--- src/cpm_pkg.sv ---
// Constants, types and carriers shared by the counter period and position meter.
// Operation
// [RULE_01] Period mode measures one gate period once armed
// [RULE_02] Gate active edge selectable, rising or falling
// [RULE_03] Count selected source edges during the period
// [RULE_04] No position counting before the counter is armed
// [RULE_05] Position read on demand or sample clocked
// [RULE_06] Quadrature one, two, four counts; two-pulse too
// [RULE_07] Encoder channels A, B and optional index Z
// [RULE_08] Single count: A leads, increment on A rise
// [RULE_09] Single count: B leads, decrement on A fall
// [RULE_10] Double count: step on both A edges
// [RULE_11] Quadruple count: step on every A, B edge
// [RULE_12] Index high in chosen phase reloads the count
// [RULE_13] Count step first, then reload, then resume
// [RULE_14] Two-pulse: A rise increments, B rise decrements
// [RULE_15] Sample edge captures count without clearing it
// [RULE_16] Synchronise inputs and detect edges before decoding
// [RULE_17] Each arm clears the count to zero
package cpm_pkg;

    // ----------------------------------------------------------------
    // Widths and input indices
    // ----------------------------------------------------------------
    localparam int CNT_W = 32;
    localparam int N_IN = 5;
    localparam int IX_GATE = 0;
    localparam int IX_SRC = 1;
    localparam int IX_A = 2;
    localparam int IX_B = 3;
    localparam int IX_Z = 4;
    localparam int BUF_N = 2;

    localparam logic [CNT_W-1:0] CNT_ZERO = {CNT_W{1'b0}};
    localparam logic [CNT_W-1:0] CNT_ONE = {{(CNT_W-1){1'b0}}, 1'b1};
    localparam logic [N_IN-1:0] IN_ZERO = {N_IN{1'b0}};

    // ----------------------------------------------------------------
    // Enumerations
    // ----------------------------------------------------------------
    typedef enum logic [1:0] {
        ST_IDLE = 2'h0,
        ST_WAIT = 2'h1,
        ST_MEAS = 2'h3,
        ST_DONE = 2'h2
    } cpm_state_t;

    typedef enum logic [1:0] {
        DEC_X1 = 2'h0,
        DEC_X2 = 2'h1,
        DEC_X4 = 2'h2,
        DEC_TWO = 2'h3
    } cpm_decode_t;

    typedef enum logic {
        MODE_PERIOD = 1'b0,
        MODE_POS = 1'b1
    } cpm_mode_t;

    // ----------------------------------------------------------------
    // Carriers
    // ----------------------------------------------------------------
    // Phase for index reload is {A,B} levels
    typedef struct packed {
        cpm_mode_t mode;
        logic gate_fall;
        logic src_fall;
        logic sample_fall;
        cpm_decode_t decode;
        logic buffered;
        logic z_enable;
        logic [1:0] z_phase;
        logic [CNT_W-1:0] reload;
    } cpm_cfg_t;

    typedef struct packed {
        logic [N_IN-1:0] lvl;
        logic [N_IN-1:0] rise;
        logic [N_IN-1:0] fall;
    } cpm_edges_t;

    typedef struct packed {
        logic [N_IN-1:0] s1;
        logic [N_IN-1:0] s2;
        logic [N_IN-1:0] s3;
        logic [N_IN-1:0] lvl;
    } cpm_sync_t;

    typedef struct packed {
        cpm_state_t state;
        logic busy;
        logic done;
        logic ovr;
        logic [CNT_W-1:0] cnt;
        logic [BUF_N-1:0] v;
        logic [BUF_N-1:0][CNT_W-1:0] ent;
    } cpm_core_t;

    localparam cpm_sync_t SYNC_RST = '{s1: IN_ZERO, s2: IN_ZERO, s3: IN_ZERO, lvl: IN_ZERO};

endpackage

--- src/cpm_sync.sv ---
// Three-stage input synchroniser with agreement filter and edge detection.
`timescale 1ns/1ns
module cpm_sync (
    input wire logic CORE_CLK,
    input wire logic SYS_RST,
    input wire logic [cpm_pkg::N_IN-1:0] raw,
    output cpm_pkg::cpm_edges_t edges
);

    cpm_pkg::cpm_sync_t st;
    cpm_pkg::cpm_sync_t next_st;
    logic [cpm_pkg::N_IN-1:0] agree;

    // ----------------------------------------------------------------
    // Filter
    // ----------------------------------------------------------------
    // The first stage feeds only the second; the level moves once the
    // second and third stages agree, so each pin edge yields one pulse.
    always_comb begin
        agree = ~(st.s2 ^ st.s3);
        next_st.s1 = raw;
        next_st.s2 = st.s1;
        next_st.s3 = st.s2;
        next_st.lvl = (agree & st.s3) | (~agree & st.lvl); // see [RULE_16]
        edges.lvl = st.lvl;
        edges.rise = agree & st.s3 & ~st.lvl; // see [RULE_16]
        edges.fall = agree & ~st.s3 & st.lvl; // see [RULE_16]
    end

    always_ff @(posedge CORE_CLK) begin
        if (SYS_RST) begin
            st <= cpm_pkg::SYNC_RST;
        end else begin
            st <= next_st;
        end
    end

endmodule

--- src/cpm_meter.sv ---
// Counter for gate period and encoder position, with a two-entry result buffer.
`timescale 1ns/1ns
module cpm_meter (
    input wire logic CORE_CLK,
    input wire logic SYS_RST,
    input wire logic ARM,
    input wire logic READ_REQ,
    input wire cpm_pkg::cpm_cfg_t CFG,
    input wire logic GATE_IN,
    input wire logic SOURCE_IN,
    input wire logic ENC_A,
    input wire logic ENC_B,
    input wire logic ENC_Z,
    input wire logic OUT_READY,
    output logic [cpm_pkg::CNT_W-1:0] COUNT,
    output logic ARMED,
    output logic DONE,
    output logic OVERRUN,
    output logic OUT_VALID,
    output logic [cpm_pkg::CNT_W-1:0] OUT_DATA
);

    cpm_pkg::cpm_edges_t e;
    cpm_pkg::cpm_core_t st;
    cpm_pkg::cpm_core_t next_st;
    logic gate_edge;
    logic samp_edge;
    logic src_edge;
    logic a;
    logic b;
    logic ar;
    logic af;
    logic br;
    logic bf;
    logic up;
    logic dn;
    logic both_move;
    logic reload_hit;
    logic push;
    logic pop;
    logic [cpm_pkg::CNT_W-1:0] push_data;

    function automatic logic pick_edge(input logic use_fall, input logic r, input logic f);
        return use_fall ? f : r;
    endfunction

    // ----------------------------------------------------------------
    // Input conditioning
    // ----------------------------------------------------------------
    cpm_sync u_sync (
        .CORE_CLK(CORE_CLK),
        .SYS_RST(SYS_RST),
        .raw({ENC_Z, ENC_B, ENC_A, SOURCE_IN, GATE_IN}), // see [RULE_07] [RULE_16]
        .edges(e)
    );

    // ----------------------------------------------------------------
    // Edge selection and quadrature decode
    // ----------------------------------------------------------------
    always_comb begin
        gate_edge = pick_edge(CFG.gate_fall, e.rise[cpm_pkg::IX_GATE],
                              e.fall[cpm_pkg::IX_GATE]); // see [RULE_02]
        samp_edge = pick_edge(CFG.sample_fall, e.rise[cpm_pkg::IX_GATE],
                              e.fall[cpm_pkg::IX_GATE]);
        src_edge = pick_edge(CFG.src_fall, e.rise[cpm_pkg::IX_SRC],
                             e.fall[cpm_pkg::IX_SRC]); // see [RULE_03]
        a = e.lvl[cpm_pkg::IX_A];
        b = e.lvl[cpm_pkg::IX_B];
        ar = e.rise[cpm_pkg::IX_A];
        af = e.fall[cpm_pkg::IX_A];
        br = e.rise[cpm_pkg::IX_B];
        bf = e.fall[cpm_pkg::IX_B];
        // A and B moving in one cycle gives no direction; such steps are dropped except in two-pulse decode
        both_move = (ar | af) & (br | bf);
        up = 1'b0;
        dn = 1'b0;
        unique case (CFG.decode) // see [RULE_06]
            cpm_pkg::DEC_X1: begin
                up = ar & ~b; // see [RULE_08]
                dn = af & ~b; // see [RULE_09]
            end
            cpm_pkg::DEC_X2: begin
                up = (ar & ~b) | (af & b); // see [RULE_10]
                dn = (ar & b) | (af & ~b);
            end
            cpm_pkg::DEC_X4: begin
                up = (ar & ~b) | (af & b) | (br & a) | (bf & ~a); // see [RULE_11]
                dn = (ar & b) | (af & ~b) | (br & ~a) | (bf & a);
            end
            cpm_pkg::DEC_TWO: begin
                up = ar; // see [RULE_14]
                dn = br;
            end
        endcase
        if (both_move && CFG.decode != cpm_pkg::DEC_TWO) begin
            up = 1'b0;
            dn = 1'b0;
        end
        reload_hit = CFG.z_enable & e.lvl[cpm_pkg::IX_Z]
                     & ({a, b} == CFG.z_phase); // see [RULE_12]
    end

    // ----------------------------------------------------------------
    // Counter state machine
    // ----------------------------------------------------------------
    always_comb begin
        next_st = st;
        push = 1'b0;
        push_data = st.cnt;
        pop = st.v[0] & OUT_READY;
        if (ARM) begin
            next_st.cnt = cpm_pkg::CNT_ZERO; // see [RULE_17]
            next_st.busy = 1'b1;
            next_st.done = 1'b0;
            next_st.ovr = 1'b0;
            next_st.state = (CFG.mode == cpm_pkg::MODE_POS) ? cpm_pkg::ST_MEAS
                                                            : cpm_pkg::ST_WAIT;
        end else begin
            unique case (st.state)
                cpm_pkg::ST_IDLE: begin
                    next_st.state = cpm_pkg::ST_IDLE; // see [RULE_04]
                end
                cpm_pkg::ST_WAIT: begin
                    if (gate_edge) begin
                        next_st.state = cpm_pkg::ST_MEAS; // see [RULE_01]
                    end
                end
                cpm_pkg::ST_MEAS: begin
                    if (CFG.mode == cpm_pkg::MODE_PERIOD) begin
                        if (gate_edge) begin
                            push = 1'b1; // see [RULE_01]
                            next_st.state = cpm_pkg::ST_DONE;
                            next_st.busy = 1'b0;
                            next_st.done = 1'b1;
                        end else if (src_edge) begin
                            next_st.cnt = st.cnt + cpm_pkg::CNT_ONE; // see [RULE_03]
                        end
                    end else begin
                        // A step outranks the reload; the reload follows a
                        // cycle later while the phase still holds
                        if (up && !dn) begin
                            next_st.cnt = st.cnt + cpm_pkg::CNT_ONE; // see [RULE_13]
                        end else if (dn && !up) begin
                            next_st.cnt = st.cnt - cpm_pkg::CNT_ONE;
                        end else if (reload_hit && !up && !dn) begin
                            next_st.cnt = CFG.reload; // see [RULE_12] [RULE_13]
                        end
                        if (CFG.buffered && samp_edge) begin
                            push = 1'b1; // see [RULE_05] [RULE_15]
                        end
                    end
                end
                cpm_pkg::ST_DONE: begin
                    next_st.state = cpm_pkg::ST_DONE;
                end
            endcase
        end
        // On-demand read; refused while a sample-clocked capture runs
        if (!push && READ_REQ && !ARM
            && !(st.busy && CFG.mode == cpm_pkg::MODE_POS && CFG.buffered)) begin
            push = 1'b1; // see [RULE_05]
        end

        // ------------------------------------------------------------
        // Two-entry result buffer
        // ------------------------------------------------------------
        if (pop) begin
            next_st.ent[0] = st.ent[1];
            next_st.v = {1'b0, st.v[1]};
        end
        if (push) begin
            if (!next_st.v[0]) begin
                next_st.ent[0] = push_data;
                next_st.v[0] = 1'b1;
            end else if (!next_st.v[1]) begin
                next_st.ent[1] = push_data;
                next_st.v[1] = 1'b1;
            end else begin
                // Set after the arm clear so a loss in that cycle is kept
                next_st.ovr = 1'b1;
            end
        end
    end

    always_ff @(posedge CORE_CLK) begin
        if (SYS_RST) begin
            st.state <= cpm_pkg::ST_IDLE;
            st.busy <= 1'b0;
            st.done <= 1'b0;
            st.ovr <= 1'b0;
            st.cnt <= cpm_pkg::CNT_ZERO;
            st.v <= {cpm_pkg::BUF_N{1'b0}};
            st.ent <= {cpm_pkg::BUF_N{cpm_pkg::CNT_ZERO}};
        end else begin
            st <= next_st;
        end
    end

    assign COUNT = st.cnt;
    assign ARMED = st.busy;
    assign DONE = st.done;
    assign OVERRUN = st.ovr;
    assign OUT_VALID = st.v[0];
    assign OUT_DATA = st.ent[0];
endmodule

--- config.mk ---
export PLATFORM = sky130hd
export DESIGN_NAME = cpm_meter
export DESIGN_NICKNAME = d
export VERILOG_FILES = /design/src/cpm_pkg.sv /design/src/cpm_sync.sv /design/src/cpm_meter.sv
export SDC_FILE = /design/constraint.sdc
export NUM_CORES = 1
export LEC_CHECK = 0
export BUFFER_PORTS_ARGS = -buffer_cell sky130_fd_sc_hd__clkbuf_2
export CAP_MARGIN = 20
export CORE_ASPECT_RATIO = 1.5
export CORE_MARGIN = 2
export CORE_UTILIZATION = 60
export DETAILED_ROUTE_END_ITERATION = 16
export PLACE_DENSITY = 0.93
export SETUP_SLACK_MARGIN = 0.5
export SLEW_MARGIN = 40
export SYNTH_ARGS = -nofsm -noshare
export SYNTH_HDL_FRONTEND = slang
export SYNTH_HIERARCHICAL = 1
export SYNTH_SLANG_ARGS = --single-unit
--- constraint.sdc ---
create_clock -name CORE_CLK -period 6.9 [get_ports CORE_CLK]
set_clock_uncertainty 0.15 [all_clocks]
set_input_delay 1.725 -clock CORE_CLK [delete_from_list [all_inputs] [get_ports CORE_CLK]]
set_output_delay 1.725 -clock CORE_CLK [all_outputs]
set_load 0.01 [all_outputs]
## After elaboration in Yosys (flattened, before gate mapping)

Cells that the tools add are included.

- Bitwise logic cells: 35
- Mux-type cells: 37
- Equality and inequality tests: 14
- Reduce and logical (&&, ||, !) cells: 27
- $add $sub $neg: 2

Operator list:

| operator | count |
|---|---|
| two-way mux 32 bit | 10 |
| two-way mux 66 bit | 1 |
| adder 32 x 1 -> 32 bit (second input constant) | 1 |
| subtractor 32 x 1 -> 32 bit (second input constant) | 1 |
| two-way mux 1 bit | 16 |
| bitwise AND 1 bit | 12 |
| bitwise AND 4 bit | 3 |
| two-way mux 4 bit | 3 |
| AND reduction 3 bit | 4 |
| logical AND 1 bit | 11 |
| bitwise AND 5 bit | 2 |
| NOT 5 bit | 2 |
| inequality test 3 bit (second input constant) | 3 |
| == test 2 bit (second input constant) | 4 |
| two-way mux 2 bit | 4 |
| NOT 4 bit | 2 |
| OR 1 bit | 8 |
| one-hot mux 1 bit (4 select lines) | 2 |
| one-hot mux 2 bit (4 select lines) | 1 |
| inequality test 2 bit (second input constant) | 3 |
| nonzero test 2 bit | 3 |
| logical NOT 1 bit | 5 |
| OR 5 bit | 1 |
| bitwise XOR 5 bit | 1 |
| other kinds (7) | 12 |

- Word-level logic and storage cells: 127
- Register bits after elaboration: 123
- Output and inout port bits: 68

## Longest topological paths before layout

Gate-level depths: netlist (run 1).

- Depth in word-level cells: 17
- Depth in mapped cells: 13
- Depth with buffers taken out: 10

## Hierarchy

The synthesis (run 1) kept the hierarchy.

Modules (own cells, without submodules):

| module | area an instance (um2) | seq. area each (um2) | instances | cells an instance |
|---|---|---|---|---|
| cpm_meter | 6531.3 | 2062.0 | 1 | 900 |
| cpm_sync | 870.8 | 400.4 | 1 | 82 |

## Worst setup path before layout (run 1)

OpenSTA, ideal clock, no wires.

- Kind: input-to-reg
- Start point: input CFG[36] (netlist bit)
- End point: register st, in the netlist COUNT[1]
- Library setup time: 0.136 ns
- Cell stages on the path: 8
- Path slack: 3.165 ns
- Data arrival time: 3.449 ns
- Path through: and3_1 -> o32ai_1 -> a311oi_1 -> a311o_1 -> a31o_1 -> buf_2 -> a2111oi_0 -> a211oi_1

- Cells in the longest elaborated chain, start to end: 8

RTL lines:

| element | RTL line | text |
|---|---|---|
| start: declaration | cpm_meter.sv:8 | `input wire cpm_pkg::cpm_cfg_t CFG,` |
| == test 2 bit, or another cell as far along | cpm_meter.sv:77 | `unique case (CFG.decode)` |
| one-hot mux 1 bit (4 select lines) / logical AND 1 bit (equally long branches) | cpm_meter.sv:77, cpm_meter.sv:95 |  |
| two-way mux 1 bit | cpm_meter.sv:95 | `if (both_move && CFG.decode != cpm_pkg::DEC_TWO) begin` |
| logical NOT 1 bit | cpm_meter.sv:143, cpm_meter.sv:145 |  |
| logical AND 1 bit (on tied branches) | cpm_meter.sv:145, cpm_meter.sv:143 |  |
| logical AND 1 bit / two-way mux 32 bit (equally long branches) | cpm_meter.sv:145, cpm_meter.sv:143 |  |
| inequality test 4 x 1 -> 1 bit (no line) / two-way mux 32 bit (equally long branches) | n/a |  |
| AND reduction 4 bit (no line) / two-way mux 32 bit (equally long branches) | n/a |  |
| end signal: assignment | cpm_meter.sv:195 | `st <= next_st;` |
| end: declaration | cpm_meter.sv:24 | `cpm_pkg::cpm_core_t st;` |

Parallel ways exist; a longest one is shown, timed or not.
A chain may end at the register's enable or synchronous reset.

## Final worst setup path (run 1)

- Start point: input CFG[36] (netlist bit)
- End point: register st, in the netlist COUNT[10]

Same word-level chain as after synthesis.

==> metrics.md, run 1 <==
| Metric | Value |
|---|---|
| Status | `finished, final reports clean` |
| Largest net degree at the start of global routing | `68` |
| Vias | `7402` |
| Max Freq | `222.6 MHz` |
| Crit-path leading delay family | `compound AO/OA/AOI/OAI gates` |
| Routed WL per cell | `18.45 um` |
| Worst setup SP type | `input port` |
| Hold_buf cts | `0` |
| CTS resizes | `0` |
| Internal power | `about 1.4 mW` |
| Layout net count | `1036` |
| Port Buf Inserts | `119` |
| PwrDens | `around 230 nW/um2` |
| 1st-iter DRT viols | `951` |
| Initial Util | `61.58%` |
| Area grow syn2layout | `9.109%` |
| Post-route ant nets | `0` |
| Setup bufs post-CTS | `0` |
| Mapped Area | `7362 um2` |
| Max-cap viol count | `0` |
| Core area | `11960 um2` |
| Hpwl dp | `13400 um` |
| Worst VDD drop | `0.0001762 V` |
| Clock buffer depth | `2` |
| Sequential Area | `2462 um2` |
| Leak Pwr | `between 3 and 4 nW` |
| Height of the die | `139.7 um` |
| Drt total wl | `about 21000 um` |
| Die W | `94.45 um` |
| Multi-input gate area | `around 4000 um2` |
| Synth warn | `6` |
| Required @ worst endpoint | `7.09 ns` |
| RSZ-0062 raised after global routing | `no` |
| Die area | `around 13000 um2` |
| DRC | `0` |
| Row count | `49` |
| Setup Crit Path Kind | `in2reg` |
| Syn Nets | `1040` |
| Remaining Overflow, GRT | `0` |
| Final Setup Violations | `0` |
| Setup tns final | `0 ns` |
| Hold WC Path Type | `reg2reg` |
| Arrival time at the worst endpoint | `between 4 and 5 ns` |
| Vias/cell | `6.499` |
| Worst Slack Setup Final | `between 2 and 2.5 ns` |
| Hold WS | `0.2900 ns` |
| Max_slew headroom | `50.41%` |
| CTS Buf Count | `17` |
| CP Capture Type | `flip-flop` |
| Critical Path Max Stage Delay | `about 0.65 ns` |
| CP Cell Sequence | `clkbuf_2 -> and3_1 -> o32ai_1 -> a311oi_1 -> buf_4 -> a311o_1 -> a31oi_2 -> nand2_1 -> o22ai_1` |
| WP buf/inv | `2` |
| CTS tree | `done` |
| Final core occ | `67.19%` |
| Gate power share | `8.6%` |
| I/O pin count | `between 100 and 150` |
| Total GRT Usage | `between 30% and 40%` |
| Switching Share | `24.10%` |
| Syn Area/Cell | `between 7 and 8 um2` |
| Slew @ Worst Pin | `between 0.7 and 0.8 ns` |
| P_sw | `between 400 and 500 uW` |
| Mapped Cells | `977` |
| Fill cell count | `slightly below 1000` |
| CTS Root Cell | `clkbuf_16` |
| Place WS | `2.189 ns` |
| Slew Limit Fails | `0` |
| Worst-Skew Late Latency | `around 0.43 ns` |
| Crit Path Max Fanout | `16` |
| Reg clk slew, reported paths | `approximately 0.060 ns` |
| Antenna cells | `0` |
| RePlAce Congestion | `0.9560` |
| Final critical-path share of the clock period | `approximately 65%` |
| Layout cells sized above 1 | `roughly 20%` |
| Drt first pass iters | `6` |
| Vias in the first global route | `6954` |
| Htree depth | `4` |
| Slowest stage cell, crit path | `nand2_1` |
| Initial antenna violation count | `0` |
| Flop pwr share | `39.2%` |
| Clock group share of total power | `about 52%` |
| Hold Violations, Final | `0` |
| Design Power | `1.858 mW` |
| Clock Sinks | `123` |
| First-pass GRT wire length | `33290 um` |
| Minimum clock period | `4.492 ns` |
==> final cells by class <==
class	instances	share of cell area, %
multi-input cells	675	49.38
inverters	26	1.215
clock inverters	10	2.025
repair buffers	130	8.442
flip-flops and latches	123	30.65
clock buffers	22	5.903
well taps	153	2.383
==> worst register-to-register path, stage by stage, from the launching register on <==
cell	delay [ns]
dfxtp_1	0.35
ha_1	0.15
nor2b_1	0.29
o22ai_1	0.12
a21oi_1	0.42
a311oi_1	0.10
buf_4	0.21
a311o_1	0.39
a31oi_2	0.60
nand2_1	0.65
o22ai_1	0.36
==> cell usage in the layout (no fill, tap or decap), types with 5 or more instances in the layout <==
cell         n
mux2i_1     10
nor2_1      72
nand2_1    136
and3_1      19
dfxtp_1    123
clkbuf_16   17
and2_1       5
clkbuf_2   118
a211oi_1    26
a21oi_1    120
xor2_1      11
or3_1        5
buf_4       11
xnor2_1     12
nor4_2       6
inv_1       26
nand3_1     40
ha_1        11
o22ai_1     15
nor2b_2      8
nand4_1      9
nor3_1      29
nand2b_1     5
nor2b_1      8
nor4_1       7
o21ai_1     10
or4_1        7
a221oi_1     7
a31oi_1      8
o21ai_0     17
o211ai_1     5
==> metal layers <==
metal	part of all wire [%]	GRT usage, %
met1	35	37.62
met2	48	50.98
met3	11	8.771
met4	5.8	20.06
met5	0	0
==> through the flow <==
stage	instance area, um2	instances
3_5_place_dp	7390	1107
3_3_place_gp	7386	1107
5_1_grt	8033	1139
2_1_floorplan	7362	977
4_1_cts	8026	1139
6_report	8033	1139
==> path summary, 6_finish.rpt <==
check                                startpoint                           end  slack [ns]  cells past startpoint
setup reg to reg        u_sync/st[7]$_SDFF_PP0_        COUNT[10]$_SDFFE_PP0P_        3.01                     10
hold reg to reg   u_sync/next_st[13]$_SDFF_PP0_  u_sync/next_st[8]$_SDFF_PP0_        0.29                      1
setup / recovery                        CFG[36]        COUNT[10]$_SDFFE_PP0P_        2.41                      9
hold / removal    u_sync/next_st[13]$_SDFF_PP0_  u_sync/next_st[8]$_SDFF_PP0_        0.29                      1
==> power by group through the flow <==
stage	combinational [mW]	sequential, mW	clock (mW)
6_report	0.160	0.728	0.970
5_1_grt	0.172	0.728	0.998
4_1_cts	0.156	0.728	0.968
3_5_place_dp	0.154	0.743	0
3_3_place_gp	0.150	0.743	0
2_1_floorplan	0.115	0.740	0
==> registers in the layout (all words and copies together) (netlist names), named ones only <==
name            flops
OUT_DATA           32
u_sync/st           5
st                 35
ARMED               1
COUNT              32
OUT_VALID           1
u_sync/next_st     10
DONE                1
OVERRUN             1
No activity file was read; power rests on OpenSTA's default activity.
==> inputs of run 2 (changes only) <==
--- a/config.mk
+++ b/config.mk
@@ -9,9 +9,9 @@
 export CAP_MARGIN = 20
 export CORE_ASPECT_RATIO = 1.5
 export CORE_MARGIN = 2
-export CORE_UTILIZATION = 60
+export CORE_UTILIZATION = 57
 export DETAILED_ROUTE_END_ITERATION = 16
-export PLACE_DENSITY = 0.93
+export PLACE_DENSITY = 0.89
 export SETUP_SLACK_MARGIN = 0.5
 export SLEW_MARGIN = 40
 export SYNTH_ARGS = -nofsm -noshare
==> constraint.sdc (replaced) <==
create_clock -name CORE_CLK -period 4.7 [get_ports CORE_CLK]
set_clock_uncertainty 0.15 [all_clocks]
set_input_delay 1.175 -clock CORE_CLK [delete_from_list [all_inputs] [get_ports CORE_CLK]]
set_output_delay 1.175 -clock CORE_CLK [all_outputs]
set_load 0.01 [all_outputs]
==> metrics.md, run 2 (synthesized netlist as in run 1, its figures left out) <==
| Metric | Value |
|---|---|
| Status | `finished, final reports clean` |
| Register name with the most flops | `st` |
| Final Non-Filler Cells | `roughly 1200` |
| Port Buf Inserts | `119` |
| Crit Path Max Fanout | `17` |
| Row count | `50` |
| Reg clk slew, reported paths | `roughly 0.06 ns` |
| I/O pin count | `120` |
| RePlAce Congestion | `0.9760` |
| Hold Violations, Final | `0` |
| Layout net count | `1047` |
| Worst setup SP type | `flip-flop` |
| Commonest non-fill, non-tap cell in the layout | `nand2_1` |
| Final Setup Violations | `0` |
| Die area | `13860 um2` |
| Hold_buf cts | `0` |
| Setup tns final | `0 ns` |
| Vias | `slightly above 7000` |
| Setup bufs post-CTS | `0` |
| Setup Crit Path Kind | `reg2reg` |
| Arrival time at the worst endpoint | `3.66 ns` |
| Vias in the first global route | `6837` |
| CP Capture Type | `flip-flop` |
| Area grow syn2layout | `10.18%` |
| Worst reg2reg path startpoint | `u_sync/st[7]$_SDFF_PP0_` |
| Clock buffer depth | `2` |
| Die W | `around 97 um` |
| RSZ-0062 raised after global routing | `no` |
| 1st-iter DRT viols | `805` |
| CP Cell Sequence | `ha_1 -> nor2b_1 -> o22ai_1 -> a21oi_1 -> a311oi_1 -> buf_4 -> a311o_1 -> a31o_1 -> buf_4 -> o31a_1 -> o21a_1` |
| Drt total wl | `20490 um` |
| Worst-Skew Late Latency | `0.43 ns` |
| Largest net degree at the start of global routing | `71` |
| CTS Root Cell | `clkbuf_16` |
| Height of the die | `~140 um` |
| Placed insts | `around 1100` |
| Slowest stage cell, crit path | `a21oi_1` |
| Max-cap viol count | `0` |
| CP Launch Point | `u_sync/st[7]$_SDFF_PP0_` |
| Leak Pwr | `3.177 nW` |
| Max reg flops | `35` |
| Max Freq | `286.7 MHz` |
| Total GRT Usage | `28.87%` |
| Hold path start | `u_sync/next_st[12]$_SDFF_PP0_` |
| Antenna cells | `0` |
| Required @ worst endpoint | `around 4.9 ns` |
| Final critical-path share of the clock period | `about 74%` |
| Core area | `12570 um2` |
| Slew Limit Fails | `0` |
| Slew @ Worst Pin | `0.7582 ns` |
| Vias/cell | `between 6 and 7` |
| Hold WC Path Type | `reg2reg` |
| Hpwl dp | `roughly 14000 um` |
| Minimum clock period | `3.489 ns` |
| Drt first pass iters | `6` |
| CTS resizes | `0` |
| DRC | `0` |
| Routed WL per cell | `17.77 um` |
| Htree depth | `4` |
| Placed cell area | `7472 um2` |
| Post-route ant nets | `0` |
| Initial Util | `58.55%` |
| Top cell by count, worst path | `buf_4` |
| Remaining Overflow, GRT | `0` |
| CTS tree | `done` |
| Initial antenna violation count | `0` |
| CTS Buf Count | `17` |
| Worst VDD drop | `0.0002905 V` |
| Critical Path Max Stage Delay | `0.44 ns` |
| Clock Sinks | `123` |
| Layout cells sized above 1 | `roughly 21%` |
| Design Area, Final | `about 8000 um2` |
| PwrDens | `between 300 and 400 nW/um2` |
| Max_slew headroom | `48.98%` |
| Most frequent cells in the layout | `nand2_1 (136), dfxtp_1 (123), a21oi_1 (120), clkbuf_2 (118), nor2_1 (72)` |
| First-pass GRT wire length | `32800 um` |
==> run 2: cell types whose count changed in the layout (fill, tap and decap cells not counted), moves of 2 or more <==
cell | previous run | this run
buf_4 | 11 | 22
clkbuf_8 | 3 | 0
clkinv_4 | 1 | 4
inv_6 | 1 | 4
clkbuf_1 | 2 | 0
==> run 2: layout make-up <==
class                   count  area (um2)
clock buffers              17       425.4
clock inverters            15       214.0
fillers                  1077        4463
inverters                  26       97.59
multi-input cells         675        3956
flip-flops and latches    123        2462
well taps                 156       195.2
repair buffers            141       760.7
==> run 2: final timing paths <==
check,endpoint,slack (ns),cells after the start
setup / recovery,COUNT[21]$_SDFFE_PP0P_,1.21,11
hold / removal,u_sync/next_st[7]$_SDFF_PP0_,0.29,1
setup reg to reg,COUNT[21]$_SDFFE_PP0P_,1.21,11
hold reg to reg,u_sync/next_st[7]$_SDFF_PP0_,0.29,1
==> run 2: through the flow <==
step	setup WS, ns	hold slack [ns]	util [%]	power (mW)
2_1_floorplan	1.515	0.2648	-	1.255
3_3_place_gp	0.9213	0.2673	59.42	1.319
3_5_place_dp	0.8776	0.2786	59.42	1.322
4_1_cts	1.287	0.2932	64.51	2.731
5_1_grt	0.9775	0.3071	64.51	2.803
6_report	1.211	0.2875	64.51	2.726
==> run 2: per-layer routing <==
layer | track usage, % | vias to the layer above | wire [um]
met4 | 16.98 | 0 | 1102
met5 | 0 | - | 0
met1 | 32.96 | 3275 | 7622
li1 | - | 3376 | -
met2 | 48.39 | 448 | 9861
met3 | 7.881 | 104 | 1902
==> run 2: worst max-delay path: cells and delay by family (launching register included) <==
kind	cells	cell delay (ns)
AOI/OAI and AO/OA	7	1.90
DFF	1	0.35
buffers and inverters	2	0.52
adders and majority gates	1	0.15
and+or+nand+nor	1	0.30
==> run 2: report_power, final <==
group	switching [mW]	leakage (nW)	internal [mW]
Clock	0.521	0.311	0.899
Sequential	0.0111	0.996	1.06
Combinational	0.150	1.87	0.0880
==> inputs of run 3 (changes only) <==
--- a/config.mk
+++ b/config.mk
@@ -5,13 +5,14 @@
 export SDC_FILE = /design/constraint.sdc
 export NUM_CORES = 1
 export LEC_CHECK = 0
+export ABC_AREA = 1
 export BUFFER_PORTS_ARGS = -buffer_cell sky130_fd_sc_hd__clkbuf_2
 export CAP_MARGIN = 20
 export CORE_ASPECT_RATIO = 1.5
 export CORE_MARGIN = 2
-export CORE_UTILIZATION = 57
+export CORE_UTILIZATION = 58
 export DETAILED_ROUTE_END_ITERATION = 16
-export PLACE_DENSITY = 0.89
+export PLACE_DENSITY = 0.9
 export SETUP_SLACK_MARGIN = 0.5
 export SLEW_MARGIN = 40
 export SYNTH_ARGS = -nofsm -noshare
==> constraint.sdc (replaced) <==
create_clock -name CORE_CLK -period 3.3 [get_ports CORE_CLK]
set_clock_uncertainty 0.15 [all_clocks]
set_input_delay 0.825 -clock CORE_CLK [delete_from_list [all_inputs] [get_ports CORE_CLK]]
set_output_delay 0.825 -clock CORE_CLK [all_outputs]
set_load 0.01 [all_outputs]
==> metrics.md, run 3 <==
| Metric | Value |
|---|---|
| Register name with the most flops | `st` |
| Vias/cell | `5.755` |
| Die W | `about 100 um` |
| Max reg flops | `35` |
| Critical Path Max Stage Delay | `0.35 ns` |
| PwrDens | `472.5 nW/um2` |
| Max Freq | `380.9 MHz` |
| RSZ-0062 raised after global routing | `yes` |
| Worst-Skew Late Latency | `around 0.43 ns` |
| Syn Area/Cell | `6.284 um2` |
| Hold Violations, Final | `0` |
| Max_slew headroom | `58.63%` |
| Synth warn | `6` |
| Htree depth | `4` |
| Sequential Area | `2462 um2` |
| RePlAce Congestion | `1.017` |
| Mapped Area | `8019 um2` |
| Most frequent cells in the layout | `nand2_1 (323), nor2_1 (242), dfxtp_1 (123), clkbuf_2 (119), inv_1 (111)` |
| Reg clk slew, reported paths | `0.06 ns` |
| Slew Limit Fails | `0` |
| Syn Nets | `1339` |
| Leak Pwr | `4.056 nW` |
| Worst setup SP type | `flip-flop` |
| CP Cell Sequence | `inv_1 -> ha_1 -> nand2_1 -> inv_1 -> inv_1 -> nand2_1 -> nand3_2 -> nand2_1 -> inv_1 -> o21ai_2 -> nand3_4 -> nand3_2 -> nand2_4 -> buf_4 -> nand2_1 -> nand2_1 -> a21oi_1` |
| Crit Path Max Fanout | `26` |
| Hpwl dp | `17440 um` |
| Max-cap viol count | `0` |
| Setup tns final | `0 ns` |
| Worst VDD drop | `0.0003637 V` |
| CTS Buf Count | `17` |
| First-pass GRT wire length | `39980 um` |
| Multi-input gate area | `4274 um2` |
| CTS tree | `done` |
| Final Setup Violations | `0` |
| Area grow syn2layout | `8.566%` |
| Port Buf Inserts | `119` |
| Remaining Overflow, GRT | `0` |
| Slew @ Worst Pin | `0.6182 ns` |
| Initial Util | `59.25%` |
| Die area | `roughly 15000 um2` |
| Vias in the first global route | `8295` |
| Drt total wl | `between 20000 and 25000 um` |
| Initial antenna violation count | `0` |
| Clock Sinks | `123` |
| Top cell by count, worst path | `nand2_1` |
| Crit-path leading delay family | `simple AND/OR/NAND/NOR gates` |
| Routed WL per cell | `16.77 um` |
| Total GRT Usage | `34.30%` |
| Layout net count | `~1400` |
| I/O pin count | `120` |
| Minimum clock period | `about 2.6 ns` |
| Commonest non-fill, non-tap cell in the layout | `nand2_1` |
| WP buf/inv | `5` |
| Largest net degree at the start of global routing | `65` |
| Required @ worst endpoint | `3.45 ns` |
| Row count | `52` |
| Post-route ant nets | `0` |
| Layout cells sized above 1 | `15.38%` |
| Drt first pass iters | `8` |
| Hold WS | `roughly 0.26 ns` |
| Final critical-path share of the clock period | `79.56%` |
| Arrival time at the worst endpoint | `2.77 ns` |
| Status | `finished, final reports clean` |
| Clock buffer depth | `2` |
| CTS Root Cell | `clkbuf_16` |
| Setup bufs post-CTS | `0` |
| Vias | `8454` |
| Slowest stage cell, crit path | `dfxtp_1` |
| CP Capture Type | `flip-flop` |
| Setup Crit Path Kind | `reg2reg` |
| Height of the die | `148.0 um` |
| Hold WC Path Type | `reg2reg` |
| 1st-iter DRT viols | `slightly below 800` |
| Mapped Cells | `1276` |
| Core area | `13530 um2` |
| Antenna cells | `0` |
| DRC | `0` |
| Fill cell count | `approximately 1200` |
-- run 3: worst paths after layout --
path / endpoint / from / slack (ns) / depth (start not counted)
setup reg to reg: COUNT[23]$_SDFFE_PP0P_ / u_sync/st[8]$_SDFF_PP0_ / 0.67 / 17
hold reg to reg: u_sync/next_st[8]$_SDFF_PP0_ / u_sync/next_st[13]$_SDFF_PP0_ / 0.26 / 2
setup / recovery: COUNT[23]$_SDFFE_PP0P_ / u_sync/st[8]$_SDFF_PP0_ / 0.67 / 17
hold / removal: u_sync/next_st[8]$_SDFF_PP0_ / u_sync/next_st[13]$_SDFF_PP0_ / 0.26 / 2
-- run 3: area by class of cell --
type,count,share of cell area [%]
inverter,115,4.987
clock inverter,14,2.113
multi-input combinational,905,49.09
tap,162,2.328
clock buffer,18,5.045
sequential,123,28.28
timing repair buffer,132,8.149
-- run 3: power by group --
group	switching (mW)	total [mW]	internal [mW]	leakage [nW]
Sequential	0.0407	1.57	1.53	1.00
Combinational	0.362	0.551	0.190	2.75
Clock	0.765	1.99	1.22	0.304
-- run 3: metrics by stage --
stage               std cells  utilization, %  setup slack, ns  area, um2  power, mW
finish                   1469           64.33           0.6745       8706      4.113
global route             1469           64.33           0.4756       8706      4.248
CTS                      1469           64.23           0.5678       8692      4.106
detailed placement       1437           59.61           0.1719       8066      2.138
global placement         1437           59.61           0.3178       8066      2.126
floorplan                1276               -           0.9903       8019      2.018
-- run 3: what timing repair did --
item | in CTS | in global routing
hold buffers | 0 | 0
pin swaps | 0 | 0
gates resized for setup | 1 | 3
setup endpoints to repair | 24 | 64
-- run 3: layer usage --
| metal | wire (um) | global-route usage, % |
|---|---|---|
| met5 | 0 | 0 |
| met4 | 1983 | 25.48 |
| met3 | 2116 | 7.281 |
| met2 | 11950 | 58.14 |
| met1 | 8589 | 37.05 |
-- run 3: worst min-delay path, stage by stage (launching register included) --
cell	delay, ns
dfxtp_1	0.30
inv_1	0.04
nor2_1	0.03
